===== src/rtl/ebc_pkg.sv =====
// Package with register map, field layout, memory map and types of the external bus controller.
package ebc_pkg;

  // Register offsets on the plain register port.
  localparam logic [15:0] OFF_MODE0   = 16'h0004;
  localparam logic [15:0] OFF_MODE1   = 16'h0005;
  localparam logic [15:0] OFF_SELCFG  = 16'h0008;
  localparam logic [15:0] OFF_PROTECT = 16'h000A;

  // Field positions.
  localparam int MODE0_SCHEME_BIT  = 2;
  localparam int MODE0_SRESET_BIT  = 3;
  localparam int MODE0_AWIDTH_BIT  = 6;
  localparam int MODE0_BCLKDIS_BIT = 7;
  localparam int MODE1_AREA2_BIT   = 0;
  localparam int MODE1_EXPAND_BIT  = 3;
  localparam int MODE1_IWAIT_BIT   = 7;
  localparam int PROT_MODE_BIT     = 1;

  // Values after reset.
  localparam logic [7:0] SELCFG_RESET  = 8'h01;
  localparam logic [7:0] PROTECT_RESET = 8'h00;
  localparam logic [1:0] STRAP_LOAD_CNT = 2'h2;

  // Processor mode codes.
  localparam logic [1:0] MODE_SINGLE = 2'h0;
  localparam logic [1:0] MODE_EXPAND = 2'h1;
  localparam logic [1:0] MODE_BAD    = 2'h2;
  localparam logic [1:0] MODE_MICRO  = 2'h3;

  // Memory map boundaries.
  localparam logic [19:0] RAM_END      = 20'h03FFF;
  localparam logic [19:0] RSV_LO_BASE  = 20'h04000;
  localparam logic [19:0] RSV_LO_END   = 20'h07FFF;
  localparam logic [19:0] CS2_BASE_OFF = 20'h08000;
  localparam logic [19:0] CS2_BASE_ON  = 20'h10000;
  localparam logic [19:0] CS2_END      = 20'h26FFF;
  localparam logic [19:0] CS1_END      = 20'h2FFFF;
  localparam logic [19:0] RSV_HI_BASE  = 20'h80000;
  localparam logic [19:0] ROM_BASE     = 20'hD0000;

  // Remaining bus-clock cycles after the strobe edge.
  localparam logic [1:0] REM_ONE = 2'h0;
  localparam logic [1:0] REM_TWO = 2'h1;

  // Bus cycle states.
  typedef enum logic [2:0] {
    ST_IDLE   = 3'b000,
    ST_LATCH  = 3'b001,
    ST_ADDR   = 3'b010,
    ST_STROBE = 3'b011,
    ST_RDYW   = 3'b100,
    ST_INT    = 3'b101,
    ST_HOLD   = 3'b110
  } ebc_state_t;

  // Read and write strobe set, all active low.
  typedef struct packed {
    logic rd_n;
    logic lo_n;
    logic hi_n;
  } ebc_strobe_t;

  // Outcome of the address decoder.
  typedef struct packed {
    logic       internal;
    logic       external;
    logic       reserved;
    logic [3:0] cs_sel;
  } ebc_area_t;

endpackage


===== src/rtl/ebc_top.sv =====
// External bus controller: mode registers, software reset, protection and bus cycle engine.
//
// Behaviour
// [RQ1] Mode field: 00 single-chip, 01 expansion, 11 microprocessor; 10 is never stored.
// [RQ2] Hardware reset loads mode 00 or 11 from the boot mode pin.
// [RQ3] Writing one to the soft reset bit resets the block; it reads zero.
// [RQ4] Soft reset keeps the processor mode field.
// [RQ5] Strobe scheme bit picks read/lane/write or read/low/high write strobes in bus modes.
// [RQ6] Address width bit clear drives lines 16 to 19; set returns them to port use.
// [RQ7] Bus clock disable bit set leaves the bus clock pin undriven.
// [RQ8] Mode register writes take effect only while the protect enable bit is one.
// [RQ9] Area switch bit moves chip select 2 base from 08000h to 10000h.
// [RQ10] Internal wait bit adds one wait to internal accesses.
// [RQ11] Software using internal wait must clear area wait bits for external areas.
// [RQ12] Expansion bit reserves external 04000h-07FFFh and 80000h upward; here 80000h upward is reserved in expansion mode only.
// [RQ13] After leaving single-chip mode the address pins stay unknown until an external access.
// [RQ14] Bus width pin high gives 8-bit data, low 16-bit; held constant.
// [RQ15] Chip select pins work only when enabled; only select 0 after reset.
// [RQ16] Area wait bit clear adds a wait and enables the ready input.
// [RQ17] Low/high scheme: read low reads; low and high writes pick byte lanes.
// [RQ18] Single-write scheme: lane enable with A0 picks lanes; 8-bit uses read and write only.
// [RQ19] An address latch pulse marks the address of each external cycle.
// [RQ20] Ready low at the last falling bus clock edge inserts a wait.
// [RQ21] During a ready wait all bus outputs hold their values.
// [RQ22] Each further falling edge with ready low adds a wait; high resumes.
// [RQ23] No-wait area: read 1, write 2 bus clocks; with wait: 2 bus clocks.
// [RQ24] Takeover request low enters hold after the current access, acknowledge low.
// [RQ25] Cycles start on bus clock edges: latch pulse, then chip select, then strobes; here select and strobes start together on the falling edge.
//
// Chosen here: the address-and-strobe port.
`timescale 1ns/10ps
`default_nettype none
module ebc_top
  import ebc_pkg::*;
(
  input  wire logic        CLK_I,
  input  wire logic        RST_N_I,
  input  wire logic [15:0] REG_ADDR_I,
  input  wire logic [7:0]  REG_WDATA_I,
  input  wire logic        REG_WR_I,
  input  wire logic        REG_RD_I,
  output logic      [7:0]  REG_RDATA_O,
  input  wire logic        ACC_REQ_I,
  input  wire logic [19:0] ACC_ADDR_I,
  input  wire logic        ACC_WE_I,
  input  wire logic [1:0]  ACC_BE_I,
  input  wire logic [15:0] ACC_WDATA_I,
  output logic             ACC_READY_O,
  output logic             ACC_DONE_O,
  output logic      [15:0] ACC_RDATA_O,
  output logic             SOFT_RESET_O,
  input  wire logic        BCLK_I,
  input  wire logic        BOOT_MODE_PIN_I,
  input  wire logic        BUS_WIDTH_I,
  input  wire logic        READY_N_I,
  input  wire logic        BUS_TAKEOVER_REQ_N_I,
  input  wire logic [15:0] DATA_I,
  output logic      [15:0] DATA_O,
  output logic      [1:0]  DATA_OE_O,
  output logic      [19:0] ADDR_O,
  output logic             ADDR_OE_O,
  output logic             ADDR_HI_OE_O,
  output logic      [3:0]  CHIP_SELECT_N_O,
  output logic      [3:0]  CHIP_SELECT_OE_O,
  output logic             READ_N_O,
  output logic             LOW_BYTE_STORE_N_O,
  output logic             UPPER_LANE_ENABLE_N_O,
  output logic             STROBE_OE_O,
  output logic             ADDR_LATCH_O,
  output logic             BUS_TAKEOVER_ACK_N_O,
  output logic             BCLK_O,
  output logic             BCLK_OE_O
);

  // Strobe set for one access; 8-bit bus always uses the single-write scheme.
  function automatic ebc_strobe_t strobe_set(input logic scheme, input logic bus8,
                                             input logic we, input logic [1:0] be);
    ebc_strobe_t s;
    s.rd_n = we;
    if (scheme && !bus8) begin
      s.lo_n = !(we && be[0]);                         // [RQ17]
      s.hi_n = !(we && be[1]);                         // [RQ17]
    end else begin
      s.lo_n = !we;                                    // [RQ18]
      s.hi_n = bus8 ? 1'b1 : !be[1];                   // [RQ18]
    end
    return s;
  endfunction

  // Synchronised pins.
  logic [20:0] pins_s;
  logic [15:0] data_s;
  logic        bclk_s;
  logic        boot_s;
  logic        bus8_s;
  logic        rdy_n_s;
  logic        hold_n_s;

  ebc_sync #(.W(21)) u_sync (
    .clk_i   (CLK_I),
    .rst_n_i (RST_N_I),
    .d_i     ({DATA_I, BCLK_I, BOOT_MODE_PIN_I, BUS_WIDTH_I, READY_N_I, BUS_TAKEOVER_REQ_N_I}),
    .q_o     (pins_s)
  );

  assign data_s   = pins_s[20:5];
  assign bclk_s   = pins_s[4];
  assign boot_s   = pins_s[3];
  assign bus8_s   = pins_s[2];                         // [RQ14]
  assign rdy_n_s  = pins_s[1];
  assign hold_n_s = pins_s[0];

  // Control registers.
  logic [1:0] mode_ff;
  logic       scheme_ff;
  logic       awidth_ff;
  logic       bclk_dis_ff;
  logic       area2_ff;
  logic       expand_ff;
  logic       iwait_ff;
  logic [7:0] selcfg_ff;
  logic [7:0] prot_ff;
  logic       soft_rst_ff;
  logic [1:0] strap_cnt_ff;
  logic [7:0] reg_rdata_ff;
  logic       any_rst;

  // Register port decode.
  logic wr_mode0;
  logic wr_mode1;
  logic wr_selcfg;
  logic wr_prot;
  logic [7:0] rd_mux;

  assign any_rst   = !RST_N_I || soft_rst_ff;
  assign wr_mode0  = REG_WR_I && (REG_ADDR_I == OFF_MODE0) && prot_ff[PROT_MODE_BIT];  // [RQ8]
  assign wr_mode1  = REG_WR_I && (REG_ADDR_I == OFF_MODE1) && prot_ff[PROT_MODE_BIT];  // [RQ8]
  assign wr_selcfg = REG_WR_I && (REG_ADDR_I == OFF_SELCFG);
  assign wr_prot   = REG_WR_I && (REG_ADDR_I == OFF_PROTECT);

  // Read view; soft reset and unassigned bits read as zero.
  assign rd_mux = (REG_ADDR_I == OFF_MODE0)   ? {bclk_dis_ff, awidth_ff, 3'h0, scheme_ff,
                                                 mode_ff} :              // [RQ3]
                  (REG_ADDR_I == OFF_MODE1)   ? {iwait_ff, 3'h0, expand_ff, 2'h0, area2_ff} :
                  (REG_ADDR_I == OFF_SELCFG)  ? selcfg_ff :
                  (REG_ADDR_I == OFF_PROTECT) ? prot_ff : 8'h00;

  // Processor mode field: set by hardware reset and strap, untouched by soft reset.
  always_ff @(posedge CLK_I) begin
    if (!RST_N_I) begin
      mode_ff      <= MODE_SINGLE;
      strap_cnt_ff <= 2'h0;
    end else begin
      if (strap_cnt_ff != 2'h3) begin
        strap_cnt_ff <= strap_cnt_ff + 2'h1;
      end
      if (strap_cnt_ff == STRAP_LOAD_CNT) begin
        mode_ff <= boot_s ? MODE_MICRO : MODE_SINGLE;  // [RQ2]
      end else if (wr_mode0 && (REG_WDATA_I[1:0] != MODE_BAD)) begin
        mode_ff <= REG_WDATA_I[1:0];                   // [RQ1] [RQ4]
      end
    end
  end

  // Remaining control bits, loaded with their reset values by either reset.
  always_ff @(posedge CLK_I) begin
    if (any_rst) begin
      scheme_ff   <= 1'b0;
      awidth_ff   <= 1'b0;
      bclk_dis_ff <= 1'b0;
      area2_ff    <= 1'b0;
      expand_ff   <= 1'b0;
      iwait_ff    <= 1'b0;
      selcfg_ff   <= SELCFG_RESET;                     // [RQ15]
      prot_ff     <= PROTECT_RESET;
    end else begin
      if (wr_mode0) begin
        scheme_ff   <= REG_WDATA_I[MODE0_SCHEME_BIT];
        awidth_ff   <= REG_WDATA_I[MODE0_AWIDTH_BIT];
        bclk_dis_ff <= REG_WDATA_I[MODE0_BCLKDIS_BIT];
      end
      if (wr_mode1) begin
        area2_ff  <= REG_WDATA_I[MODE1_AREA2_BIT];
        expand_ff <= REG_WDATA_I[MODE1_EXPAND_BIT];
        iwait_ff  <= REG_WDATA_I[MODE1_IWAIT_BIT];
      end
      if (wr_selcfg) begin
        selcfg_ff <= REG_WDATA_I;
      end
      if (wr_prot) begin
        prot_ff <= REG_WDATA_I;
      end
    end
  end

  // Soft reset pulse and read data, which stands one cycle after the read strobe.
  always_ff @(posedge CLK_I) begin
    if (!RST_N_I) begin
      soft_rst_ff  <= 1'b0;
      reg_rdata_ff <= 8'h00;
    end else begin
      soft_rst_ff  <= wr_mode0 && REG_WDATA_I[MODE0_SRESET_BIT];  // [RQ3]
      reg_rdata_ff <= REG_RD_I ? rd_mux : 8'h00;
    end
  end

  // Bus clock edges as seen by the system clock.
  logic bclk_d_ff;
  logic bclk_rise;
  logic bclk_fall;
  logic bus_mode;

  always_ff @(posedge CLK_I) begin
    if (!RST_N_I) begin
      bclk_d_ff <= 1'b0;
    end else begin
      bclk_d_ff <= bclk_s;
    end
  end

  assign bclk_rise = bclk_s && !bclk_d_ff;
  assign bclk_fall = !bclk_s && bclk_d_ff;
  assign bus_mode  = (mode_ff == MODE_EXPAND) || (mode_ff == MODE_MICRO);

  // Request classification.
  ebc_area_t area;

  ebc_area_dec u_dec (
    .addr_i   (ACC_ADDR_I),
    .mode_i   (mode_ff),
    .area2_i  (area2_ff),                              // [RQ9]
    .expand_i (expand_ff),                             // [RQ12]
    .area_o   (area)
  );

  // Bus cycle engine state.
  ebc_state_t  st_ff;
  logic [19:0] pin_addr_ff;
  logic [15:0] dout_ff;
  logic [1:0]  dout_oe_ff;
  logic        we_ff;
  logic [1:0]  be_ff;
  logic [3:0]  cs_sel_ff;
  logic [1:0]  rem_ff;
  logic        rdy_use_ff;
  logic        ale_ff;
  logic [3:0]  cs_n_ff;
  ebc_strobe_t strb_ff;
  logic        ack_n_ff;
  logic        done_ff;
  logic [15:0] rdata_ff;

  // Cycle length and ready use for the selected area.
  logic        area_nowait;
  logic [1:0]  ext_rem;
  logic [15:0] lane_data;

  assign area_nowait = |(area.cs_sel & selcfg_ff[7:4]);                    // [RQ16]
  assign ext_rem     = (area_nowait && !ACC_WE_I) ? REM_ONE : REM_TWO;     // [RQ23]
  assign lane_data   = (bus8_s && ACC_BE_I[1]) ? {8'h00, ACC_WDATA_I[15:8]} : ACC_WDATA_I;
  assign ACC_READY_O = (st_ff == ST_IDLE) && hold_n_s && !soft_rst_ff;

  // One step of the bus cycle per bus clock edge.
  always_ff @(posedge CLK_I) begin
    if (any_rst) begin
      st_ff       <= ST_IDLE;
      pin_addr_ff <= 20'h00000;
      dout_ff     <= 16'h0000;
      dout_oe_ff  <= 2'h0;
      we_ff       <= 1'b0;
      be_ff       <= 2'h0;
      cs_sel_ff   <= 4'h0;
      rem_ff      <= 2'h0;
      rdy_use_ff  <= 1'b0;
      ale_ff      <= 1'b0;
      cs_n_ff     <= 4'hF;
      strb_ff     <= 3'h7;
      ack_n_ff    <= 1'b1;
      done_ff     <= 1'b0;
      rdata_ff    <= 16'h0000;
    end else begin
      done_ff <= 1'b0;
      unique case (st_ff)
        ST_IDLE: begin
          if (!hold_n_s) begin
            st_ff    <= ST_HOLD;                       // [RQ24]
            ack_n_ff <= 1'b0;
          end else if (ACC_REQ_I) begin
            we_ff      <= ACC_WE_I;
            be_ff      <= ACC_BE_I;
            cs_sel_ff  <= area.cs_sel;
            rem_ff     <= area.internal ? {1'b0, iwait_ff} : ext_rem;  // [RQ10] [RQ23]
            rdy_use_ff <= !area_nowait;                // [RQ16]
            if (area.external) begin
              pin_addr_ff <= ACC_ADDR_I;               // [RQ13]
              dout_ff     <= lane_data;
              st_ff       <= ST_LATCH;
            end else if (area.internal) begin
              st_ff <= ST_INT;
            end else begin
              rdata_ff <= 16'h0000;
              done_ff  <= 1'b1;                        // [RQ12]
            end
          end
        end
        ST_LATCH: begin
          if (bclk_rise) begin
            ale_ff     <= 1'b1;                        // [RQ19] [RQ25]
            dout_oe_ff <= we_ff ? {!bus8_s, 1'b1} : 2'h0;
            st_ff      <= ST_ADDR;
          end
        end
        ST_ADDR: begin
          if (bclk_fall) begin
            ale_ff  <= 1'b0;
            cs_n_ff <= ~cs_sel_ff;                     // [RQ25]
            strb_ff <= strobe_set(scheme_ff, bus8_s, we_ff, be_ff);  // [RQ5]
            st_ff   <= ST_STROBE;
          end
        end
        ST_STROBE: begin
          if (bclk_rise) begin
            if (rem_ff == 2'h0) begin
              cs_n_ff    <= 4'hF;
              strb_ff    <= 3'h7;
              dout_oe_ff <= 2'h0;
              rdata_ff   <= bus8_s ? {data_s[7:0], data_s[7:0]} : data_s;
              done_ff    <= 1'b1;
              st_ff      <= ST_IDLE;
            end else begin
              rem_ff <= rem_ff - 2'h1;
            end
          end else if (bclk_fall && (rem_ff == 2'h0) && rdy_use_ff && !rdy_n_s) begin
            st_ff <= ST_RDYW;                          // [RQ20] [RQ21]
          end
        end
        ST_RDYW: begin
          if (bclk_fall && rdy_n_s) begin
            st_ff <= ST_STROBE;                        // [RQ22]
          end
        end
        ST_INT: begin
          if (bclk_rise) begin
            if (rem_ff == 2'h0) begin
              rdata_ff <= 16'h0000;
              done_ff  <= 1'b1;
              st_ff    <= ST_IDLE;
            end else begin
              rem_ff <= rem_ff - 2'h1;                 // [RQ10]
            end
          end
        end
        ST_HOLD: begin
          if (hold_n_s) begin
            ack_n_ff <= 1'b1;
            st_ff    <= ST_IDLE;
          end
        end
        default: begin
          st_ff <= ST_IDLE;
        end
      endcase
    end
  end

  // Pin drive; the bus floats in hold and outside the bus modes.
  logic bus_drv;

  assign bus_drv               = bus_mode && (st_ff != ST_HOLD);
  assign REG_RDATA_O           = reg_rdata_ff;
  assign ACC_DONE_O            = done_ff;
  assign ACC_RDATA_O           = rdata_ff;
  assign SOFT_RESET_O          = soft_rst_ff;
  assign DATA_O                = dout_ff;
  assign DATA_OE_O             = bus_drv ? dout_oe_ff : 2'h0;
  assign ADDR_O                = pin_addr_ff;
  assign ADDR_OE_O             = bus_drv;
  assign ADDR_HI_OE_O          = bus_drv && !awidth_ff;                    // [RQ6]
  assign CHIP_SELECT_N_O       = cs_n_ff;
  assign CHIP_SELECT_OE_O      = bus_drv ? selcfg_ff[3:0] : 4'h0;          // [RQ15]
  assign READ_N_O              = strb_ff.rd_n;
  assign LOW_BYTE_STORE_N_O    = strb_ff.lo_n;
  assign UPPER_LANE_ENABLE_N_O = strb_ff.hi_n;
  assign STROBE_OE_O           = bus_drv;
  assign ADDR_LATCH_O          = ale_ff;
  assign BUS_TAKEOVER_ACK_N_O  = ack_n_ff;
  assign BCLK_O                = bclk_d_ff;
  assign BCLK_OE_O             = bus_mode && !bclk_dis_ff;                 // [RQ7]

endmodule // ebc_top
`default_nettype wire


===== src/rtl/ebc_sync.sv =====
// Two-stage synchroniser for pins from outside the clock domain.
`timescale 1ns/10ps
`default_nettype none
module ebc_sync #(
  parameter int W = 1
) (
  input  wire logic         clk_i,
  input  wire logic         rst_n_i,
  input  wire logic [W-1:0] d_i,
  output logic      [W-1:0] q_o
);

  logic [W-1:0] meta_ff;
  logic [W-1:0] sync_ff;

  // The first stage feeds only the second stage.
  always_ff @(posedge clk_i) begin
    if (!rst_n_i) begin
      meta_ff <= '0;
      sync_ff <= '0;
    end else begin
      meta_ff <= d_i;
      sync_ff <= meta_ff;
    end
  end

  assign q_o = sync_ff;

endmodule // ebc_sync
`default_nettype wire


===== src/rtl/ebc_area_dec.sv =====
// Address decoder that sorts an access into internal, external or reserved space.
`timescale 1ns/10ps
`default_nettype none
module ebc_area_dec
  import ebc_pkg::*;
(
  input  wire logic [19:0] addr_i,
  input  wire logic [1:0]  mode_i,
  input  wire logic        area2_i,
  input  wire logic        expand_i,
  output ebc_area_t        area_o
);

  logic in_ram;
  logic in_lo;
  logic in_blk;
  logic in_rom;
  logic in_cs2;
  logic in_cs1;
  logic is_int;
  logic is_rsv;

  // Region hits; the lower block belongs to chip select 2 only when the switch is clear.
  assign in_ram = addr_i <= RAM_END;
  assign in_lo  = (addr_i >= RSV_LO_BASE) && (addr_i <= RSV_LO_END);
  assign in_blk = area2_i && (addr_i >= CS2_BASE_OFF) && (addr_i < CS2_BASE_ON);
  assign in_rom = (addr_i >= ROM_BASE) && (mode_i != MODE_MICRO);
  assign in_cs2 = (addr_i >= (area2_i ? CS2_BASE_ON : CS2_BASE_OFF)) && (addr_i <= CS2_END);
  assign in_cs1 = (addr_i > CS2_END) && (addr_i <= CS1_END);

  // The expansion bit gives the low window to internal memory and, in expansion mode only, reserves the high range.
  assign is_int = in_ram || in_rom || (in_blk && (mode_i != MODE_MICRO)) || (expand_i && in_lo);
  assign is_rsv = !is_int && ((mode_i == MODE_SINGLE) ||
                  (expand_i && (mode_i == MODE_EXPAND) && (addr_i >= RSV_HI_BASE)));

  // One chip select per external area.
  assign area_o.internal = is_int;
  assign area_o.reserved = is_rsv;
  assign area_o.external = !is_int && !is_rsv;
  assign area_o.cs_sel   = (is_int || is_rsv) ? 4'h0 :
                           in_lo  ? 4'h8 :
                           in_cs2 ? 4'h4 :
                           in_cs1 ? 4'h2 : 4'h1;

endmodule // ebc_area_dec
`default_nettype wire


===== config.mk =====
export PLATFORM = sky130hd
export DESIGN_NAME = ebc_top
export DESIGN_NICKNAME = d
export VERILOG_FILES = /design/src/rtl/ebc_pkg.sv /design/src/rtl/ebc_top.sv /design/src/rtl/ebc_sync.sv /design/src/rtl/ebc_area_dec.sv
export SDC_FILE = /design/constraint.sdc
export NUM_CORES = 1
export LEC_CHECK = 0
export ABC_CLOCK_PERIOD_IN_PS = 8250
export BUFFER_PORTS_ARGS = -buffer_cell sky130_fd_sc_hd__buf_2
export CELL_PAD_IN_SITES_DETAIL_PLACEMENT = 1
export CELL_PAD_IN_SITES_GLOBAL_PLACEMENT = 1
export CORE_ASPECT_RATIO = 1.25
export CORE_MARGIN = 4
export CORE_UTILIZATION = 43
export CTS_BUF_LIST = sky130_fd_sc_hd__clkbuf_4 sky130_fd_sc_hd__clkbuf_8
export DETAILED_ROUTE_END_ITERATION = 7
export PLACE_DENSITY_LB_ADDON = 0.1
export SLEW_MARGIN = 40
export SYNTH_ARGS = -nofsm -noshare
export SYNTH_HDL_FRONTEND = slang
export SYNTH_HIERARCHICAL = 1
export SYNTH_SLANG_ARGS = --single-unit

===== constraint.sdc =====
create_clock -name CLK_I -period 8.25 [get_ports CLK_I]
set_clock_uncertainty 0.15 [all_clocks]
set_input_delay 1.65 -clock CLK_I [delete_from_list [all_inputs] [get_ports CLK_I]]
set_output_delay 1.65 -clock CLK_I [all_outputs]
set_load 0.005 [all_outputs]

# Word-level counts from Yosys, hierarchy flattened
# Index checks and enable logic that the tools add are counted.
classes:
  addsub: 2
  order_cmp: 11
  n_eq_ne: 35
  muxes: 73
  n_bitwise: 4
  n_reduce_logical: 83
ops:
  columns: ["operator", "count"]
  rows:
  - ["16-bit 2-to-1 mux", 10]
  - ["16-bit case mux with 3 select lines", 1]
  - ["3-bit 2-to-1 mux", 15]
  - ["20-bit greater-or-equal comparator, second input constant", 2]
  - ["20-bit by 18-bit less-or-equal comparator with 1-bit output, second input constant", 2]
  - ["1-bit logical AND", 36]
  - ["16-bit by 3-bit equality test with 1-bit output, second input constant", 2]
  - ["16-bit by 4-bit equality test with 1-bit output, second input constant", 2]
  - ["8-bit 2-to-1 mux", 4]
  - ["2-bit inequality test, second input constant", 15]
  - ["2-bit 2-to-1 mux", 14]
  - ["4-bit 2-to-1 mux", 7]
  - ["3-bit case mux with 7 select lines", 1]
  - ["20-bit by 15-bit greater-or-equal comparator with 1-bit output, second input constant", 1]
  - ["20-bit by 16-bit greater-or-equal comparator with 1-bit output, second input constant", 1]
  - ["20-bit greater-or-equal comparator", 1]
  - ["20-bit by 18-bit greater-than comparator with 1-bit output, second input constant", 1]
  - ["20-bit by 14-bit less-or-equal comparator with 1-bit output, second input constant", 1]
  - ["20-bit by 15-bit less-or-equal comparator with 1-bit output, second input constant", 1]
  - ["20-bit by 17-bit < comparator with 1-bit output, second input constant", 1]
  - ["17-bit 2-to-1 mux", 1]
  - ["1-bit zero test", 16]
  - ["1-bit 2-to-1 mux", 13]
  - ["4-bit AND reduction", 3]
  - ["other kinds (30)", 57]
word_totals:
  ff_bits: 155
  inputBits: 89
  out_inout_bits: 83
  word_cells: 242

# Logic depth before layout (Yosys ltp)
# Gate-level depths: netlist (run 1).
depth:
  ltp_word: 18
  mapped_depth: 11
  ltp_nobuf: 11

# Hierarchy
# The synthesis (run 1) kept the hierarchy.
modules_own_cells:
  columns: ["mod", "instances", "cells_each", "area_per_inst_um2", "seq_area_each_um2"]
  rows:
  - ["ebc_top", 1, 590, 4951.0, 2262.2]
  - ["ebc_sync", 1, 88, 1176.1, 840.8]
  - ["ebc_area_dec", 1, 35, 265.3, 0.0]

# Least setup slack after synthesis (run 1)
# OpenSTA, ideal clock, no wires.
synth_path:
  path_kind: "input port to flip-flop"
  startpoint: "input ACC_ADDR_I[19]"
  endpoint: "register rdata_ff[10] (netlist: ACC_RDATA_O[10])"
  setup_ns: 0.072
  arrival_time_ns: 3.533
  required_ns: 8.028
  path_slack_ns: 4.496
  stages: 10
  n_path_buf: 2
  path_cell_list: "nand4bb_1 -> a221oi_1 -> a21o_1 -> buf_4 -> nor2_1 -> o21bai_1 -> a21oi_1 -> o21ai_2 -> buf_2 -> mux2i_1"
synth_between:
  elab_chain_len: 12
  elab_cells_between_ends: 25
  classes_between: "order compare (7); eq/ne (2); reduce/logical (16)"
synth_rtl:
  columns: ["element", "line_no", "rtl"]
  rows:
  - ["from (decl)", "ebc_top.sv:44", "input wire logic [19:0] ACC_ADDR_I,"]
  - ["20-bit by 16-bit greater-or-equal comparator with 1-bit output", "ebc_area_dec.sv:26", "assign in_blk = area2_i && (addr_i >= CS2_BASE_OFF) && (addr_i < CS2_BASE_ON);"]
  - ["1-bit logical AND (2 in a row)", "ebc_area_dec.sv:26", null]
  - ["1-bit logical AND", "ebc_area_dec.sv:32", "assign is_int = in_ram || in_rom || (in_blk && (mode_i != MODE_MICRO)) || (expand_i && in_lo);"]
  - ["1-bit logical OR", "ebc_area_dec.sv:32", null]
  - ["1-bit logical OR *", "ebc_area_dec.sv:32", null]
  - ["named net u_dec.is_int", "ebc_area_dec.sv:20", "logic is_int;"]
  - ["1-bit zero test", "ebc_area_dec.sv:33, ebc_area_dec.sv:39", null]
  - ["1-bit logical AND", "ebc_area_dec.sv:33", "assign is_rsv = !is_int && ((mode_i == MODE_SINGLE) ||"]
  - ["1-bit zero test", "ebc_area_dec.sv:39", "assign area_o.external = !is_int && !is_rsv;"]
  - ["1-bit logical AND", "ebc_area_dec.sv:39", null]
  - ["2-bit inequality test (no source line)", null, null]
  - ["9-bit AND reduction (no source line) *", null, null]
  - ["to (signal assigned)", "ebc_top.sv:327", "rdata_ff <= bus8_s ? {data_s[7:0], data_s[7:0]} : data_s;"]
  - ["to (decl)", "ebc_top.sv:251", "logic [15:0] rdata_ff;"]
# Mark *: on every way through the listed nets, which the timed path passes. The rest lies on a longest branch.
# A chain may end at the register's enable or synchronous reset.

# Final worst setup path (run 1)
layout_path:
  startpoint: "register st_ff[0]"
  endpoint: "output DATA_OE_O[1]"
layout_between:
  elab_chain_len: 3
layout_rtl:
  columns: ["element", "line_no", "rtl"]
  rows:
  - ["from (decl)", "ebc_top.sv:237", "ebc_state_t st_ff;"]
  - ["from (signal assigned)", "ebc_top.sv:266", "st_ff <= ST_IDLE;"]
  - ["from (signal assigned)", "ebc_top.sv:286", "st_ff <= ST_HOLD;"]
  - ["from (signal assigned)", "ebc_top.sv:297", "st_ff <= ST_LATCH;"]
  - ["3-bit inequality test", "ebc_top.sv:369", "assign bus_drv = bus_mode && (st_ff != ST_HOLD);"]
  - ["1-bit logical AND", "ebc_top.sv:369", null]
  - ["2-bit 2-to-1 mux", "ebc_top.sv:375", "assign DATA_OE_O = bus_drv ? dout_oe_ff : 2'h0;"]
  - ["to (decl)", "ebc_top.sv:59", "output logic [1:0] DATA_OE_O,"]
# No other way between the ends.

==> impl_results.md, run 1 <==
- Vias in the first global route: 5835
- Die area: 16900 um^2
- Post-Route WL: 17.8 mm
- Worst Path Buf+Inv: 1
- Core Footprint: 14500 um^2
- Final non-filler cell total: 1054
- CP Launch Type: flop
- Final Hold Violating Endpoints: 0
- Antenna Nets Post-Route: 0
- Via count: 5541
- Fillers: 1740
- Clock Sink Count: 155
- Slew headroom: 44.5%
- Worst path required time: 6.45 ns
- Post-CTS setup buffers: 0
- Post-synthesis cell count: 711
- Num CTS Buffers: 17
- Setup-failing EPs final: 0
- GRT Util Overall: 21.3%
- Worst-Margin Slew: 0.827 ns
- H-tree depth: 4
- Hold buffers post-CTS: 0
- CTS resizes: 0
- Placed instance count: 1021
- Leakage power: 3.36 nW
- Slew Limit Fails: 0
- Fin crit share: 49.7%
- Pwr/cell area: 211 nW/um^2
- DRT iter0 DRCs: 239
- DRT Pass-1 Iters: 6
- Setup ws final: 4.15 ns
- Critical Path, Cell by Cell: nor2b_1 -> a21boi_2 -> and2_1 -> buf_2
- Antenna violations before repair: 0
- RSZ-0062 raised after global routing: false
- FP Rows: 49
- Max Fclk: 244 MHz
- Post-route cell area: 7750 um^2
- CP Class: reg2out
- # DRC: 0
- Worst path slowest cell: dfxtp_1
- First-pass GRT wire length: 28.4 mm
- Max-cap violation count: 0
- Pin count of the biggest net entering global routing: 72
- Die height: 144 um
- Max Fanout on Critical Path: 23
- CTS root buffer: clkbuf_8
- Mean Syn Cell Area: 8.97 um^2
- Crit path arrival time: 2.30 ns
- Syn nets: 806
- Total negative slack: 0 ns
- Routed WL per cell: 16.9 um
- Fin crit period: 4.10 ns
- Share of cells above drive strength 1: 31.7%
- Initial core utilization: 44.1%
- Clk_lat worst skew: 0.46 ns
- Via density: 5.26
- YS warnings: 6
- CP peak stage delay: 0.76 ns
- Place WS: 4.11 ns
- Global placement routability congestion: 0.844
- Max rail drop VDD: 137 uV
- Clk buf depth: 2
- Family with the most delay on the worst path: flip-flops
- Multi-input gate area: 3100 um^2
- Port-buffer cells: 171
- CP Capture Type: output port
- Hold Path Class: reg2reg
- CTS clk-pin slew, worst paths: 0.10 ns
- CTS tree: done
- IO Count: 172
- Remaining global-route overflow: 0
- Tot Pwr: 1.64 mW
- DPL Wire Length: 13.1 mm
- Horiz. Die Dim: 117 um
- Nets@finish: 957
- Synth Cell Area: 6380 um^2
- Status: completed
- Area after DPL: 7330 um^2
- Area delta synth->final: 21.6%
- Seq. cell area: 3100 um^2
[state kept, by name, summed over array words and instances, names as in the netlist, 8 cells and up]
register / count
u_sync/meta_ff: 21
selcfg_ff: 8
REG_RDATA_O: 8
u_sync/q_o: 21
prot_ff: 8
DATA_O: 16
ADDR_O: 20
ACC_RDATA_O: 16
[routing by layer]
layer	vias to the layer above	global-route usage [%]	share of wire (%)
met5	-	0	0
met4	0	7.31	2.0
met3	24	4.73	4.7
met2	130	38.8	52
met1	2648	24.2	41
li1	2739	-	-
[cell type report]
type,count,share of cell area (%)
tap,178,2.87
clock inverter,15,2.26
clock buffer,17,3.02
inverter,9,0.436
sequential,155,40.0
antenna,1,0.0323
timing repair buffer,175,11.4
multi-input combinational,504,39.9
[stage by stage]
step	util, %	hold slack, ns
after CTS	53.5	0.305
after floorplan	-	0.276
after global placement	50.6	0.278
after detailed placement	50.7	0.285
final	53.6	0.300
after global routing	53.6	0.319
[placed cells by master (no fill, tap or decap), types with 10 or more instances in the layout]
master,n
a21oi_1,45
and2_1,12
and2_2,42
buf_2,171
clkbuf_8,17
dfxtp_1,154
mux2i_1,48
nand2_1,130
nand3_1,27
nor2_1,52
nor2b_1,10
nor3_1,10
o21ai_0,18
[worst paths after layout]
| path | start | to | slack, ns | depth (start not counted) |
|---|---|---|---|---|
| hold reg to reg | u_sync/meta_ff[6]$_SDFF_PN0_ | u_sync/q_o[6]$_SDFF_PN0_ | 0.30 | 1 |
| setup reg to reg | area2_ff$_SDFFE_PP0P_ | rem_ff[0]$_SDFFE_PP0P_ | 5.51 | 11 |
| hold / removal | u_sync/meta_ff[6]$_SDFF_PN0_ | u_sync/q_o[6]$_SDFF_PN0_ | 0.30 | 1 |
| setup / recovery | st_ff[0]$_SDFFE_PP0P_ | DATA_OE_O[1] | 4.15 | 4 |
[power breakdown]
part,switching (mW),total (mW),internal (mW)
Clock,0.328,0.586,0.258
Sequential,0.0485,0.822,0.773
Combinational,0.129,0.231,0.102
No activity file was read; power rests on OpenSTA's default activity.
==> inputs of run 2 (changes only) <==
--- a/config.mk
+++ b/config.mk
@@ -5,13 +5,13 @@
 export SDC_FILE = /design/constraint.sdc
 export NUM_CORES = 1
 export LEC_CHECK = 0
-export ABC_CLOCK_PERIOD_IN_PS = 8250
+export ABC_CLOCK_PERIOD_IN_PS = 4200
 export BUFFER_PORTS_ARGS = -buffer_cell sky130_fd_sc_hd__buf_2
 export CELL_PAD_IN_SITES_DETAIL_PLACEMENT = 1
 export CELL_PAD_IN_SITES_GLOBAL_PLACEMENT = 1
 export CORE_ASPECT_RATIO = 1.25
 export CORE_MARGIN = 4
-export CORE_UTILIZATION = 43
+export CORE_UTILIZATION = 40
 export CTS_BUF_LIST = sky130_fd_sc_hd__clkbuf_4 sky130_fd_sc_hd__clkbuf_8
 export DETAILED_ROUTE_END_ITERATION = 7
 export PLACE_DENSITY_LB_ADDON = 0.1
==> constraint.sdc (replaced) <==
create_clock -name CLK_I -period 4.2 [get_ports CLK_I]
set_clock_uncertainty 0.15 [all_clocks]
set_input_delay 0.84 -clock CLK_I [delete_from_list [all_inputs] [get_ports CLK_I]]
set_output_delay 0.84 -clock CLK_I [all_outputs]
set_load 0.005 [all_outputs]
==> impl_results.md, run 2 (same netlist as run 1, synthesis figures left out) <==
- Area delta synth->final: 22.3%
- # DRC: 0
- Nets@finish: 961
- Final Hold Violating Endpoints: 0
- Core Footprint: 15600 um^2
- DRT Pass-1 Iters: 4
- Antenna Nets Post-Route: 0
- Vias in the first global route: 5914
- CTS clk-pin slew, worst paths: 0.10 ns
- Clk buf depth: 2
- Clock Sink Count: 155
- Fin crit period: 3.32 ns
- Slew headroom: 53.8%
- Via count: 5565
- Num CTS Buffers: 17
- Via density: 5.10
- Setup-failing EPs final: 0
- Routed WL per cell: 16.3 um
- Worst R2R Path Depth: 11
- Fin crit share: 79.1%
- IO Count: 172
- Status: completed
- CTS root buffer: clkbuf_8
- Worst R2R Start: area2_ff$_SDFFE_PP0P_
- Share of total power in combinational logic: 14.2%
- Initial core utilization: 40.8%
- Most frequent cells in the layout: buf_2 (171), dfxtp_1 (154), nand2_1 (131)
- Leading cell type in the layout, fill and taps excluded: buf_2
- Worst path required time: 3.21 ns
- CP Launch Type: flop
- CP endpoint: ADDR_HI_OE_O
- Post-CTS setup buffers: 0
- Hold depth: 1
- DRT iter0 DRCs: 201
- Remaining global-route overflow: 0
- Int Pwr: 2.18 mW
- Crit path arrival time: 2.33 ns
- Horiz. Die Dim: 121 um
- Hold_sp: u_sync/meta_ff[6]$_SDFF_PN0_
- CTS tree: done
- Total negative slack: 0 ns
- DR WL met3: 865 um
- P_sw: 1.01 mW
- Reg-to-Reg End: rem_ff[0]$_SDFFE_PP0P_
- Setup crit start: st_ff[0]$_SDFFE_PP0P_
- Max Fanout on Critical Path: 23
- CP Class: reg2out
- Pwr/cell area: 409 nW/um^2
- Post-Route WL: 17.8 mm
- Sw Ratio: 31.7%
- DPL Wire Length: 13.3 mm
- DR top layer: met4
- Global placement routability congestion: 0.833
- ANT cells: 0
- Hold Path Class: reg2reg
- Max rail drop VDD: 250 uV
- Worst-Margin Slew: 0.691 ns
- Share of cells above drive strength 1: 31.6%
- CTS resizes: 0
- Port-buffer cells: 171
- Met2 WL: 9.19 mm
- Max-cap violation count: 0
- FF-to-FF setup slack: 1.37 ns
- Die area: 18000 um^2
- Clk pwr share: 35.1%
- Slew Limit Fails: 0
- Leakage power: 3.38 nW
- Hold buffers post-CTS: 0
- Die height: 149 um
- CP Capture Type: output port
- Clk_lat worst skew: 0.45 ns
- M1 WL: 7.57 mm
- FP Rows: 51
- Pin count of the biggest net entering global routing: 50
- First-pass GRT wire length: 29.2 mm
- Antenna violations before repair: 0
- Max Fclk: 301 MHz
- Seq pwr share: 50.7%
- RSZ-0062 raised after global routing: false
- Hold slack: 0.298 ns
- GRT Util Overall: 20.1%
- H-tree depth: 4
[run 2: layout make-up]
type	count	area, um^2
multi-input combinational	504	3090
timing repair buffer	179	916
clock buffer	17	234
fill	1916	7830
clock inverter	15	164
inverter	9	33.8
tap	212	265
sequential	155	3100
[run 2: layer usage]
layer	GRT usage, %	vias up
li1	-	2746
met1	24.3	2678
met2	35.7	131
met3	4.29	10
met4	5.90	0
met5	0	-
[run 2: power groups by stage]
| stage | logic (mW) | clock network [mW] | registers, mW |
|---|---|---|---|
| final | 0.453 | 1.12 | 1.62 |
| after global routing | 0.508 | 1.22 | 1.63 |
| after CTS | 0.456 | 1.16 | 1.62 |
| after detailed placement | 0.454 | 0 | 1.65 |
| after global placement | 0.436 | 0 | 1.64 |
| after floorplan | 0.358 | 0 | 1.58 |
[run 2: worst max-delay path, cell delays in order, from the launching register on]
cell,delay [ns]
dfxtp_1,0.77
nor2b_1,0.22
a21boi_1,0.35
buf_4,0.24
nor2b_1,0.17
buf_2,0.13
[run 2: worst min path at each step]
stage | to | slack (ns)
floorplan | u_sync/q_o[0]$_SDFF_PN0_ | 0.28
global placement | u_sync/q_o[7]$_SDFF_PN0_ | 0.28
detailed placement | u_sync/q_o[8]$_SDFF_PN0_ | 0.28
CTS | u_sync/q_o[6]$_SDFF_PN0_ | 0.30
global route | u_sync/q_o[6]$_SDFF_PN0_ | 0.31
finish | u_sync/q_o[6]$_SDFF_PN0_ | 0.30
[run 2: metrics by stage]
| stage | instances | worst slack (ns) | util, % | area [um^2] | power, mW |
|---|---|---|---|---|---|
| final | 1091 | 0.877 | 49.9 | 7800 | 3.19 |
| after global routing | 1091 | 0.675 | 49.9 | 7800 | 3.36 |
| after CTS | 1090 | 0.818 | 49.8 | 7790 | 3.23 |
| after detailed placement | 1058 | 0.842 | 47.3 | 7390 | 2.10 |
| after global placement | 1058 | 0.750 | 47.2 | 7380 | 2.08 |
| after floorplan | 711 | 1.28 | - | 6380 | 1.93 |
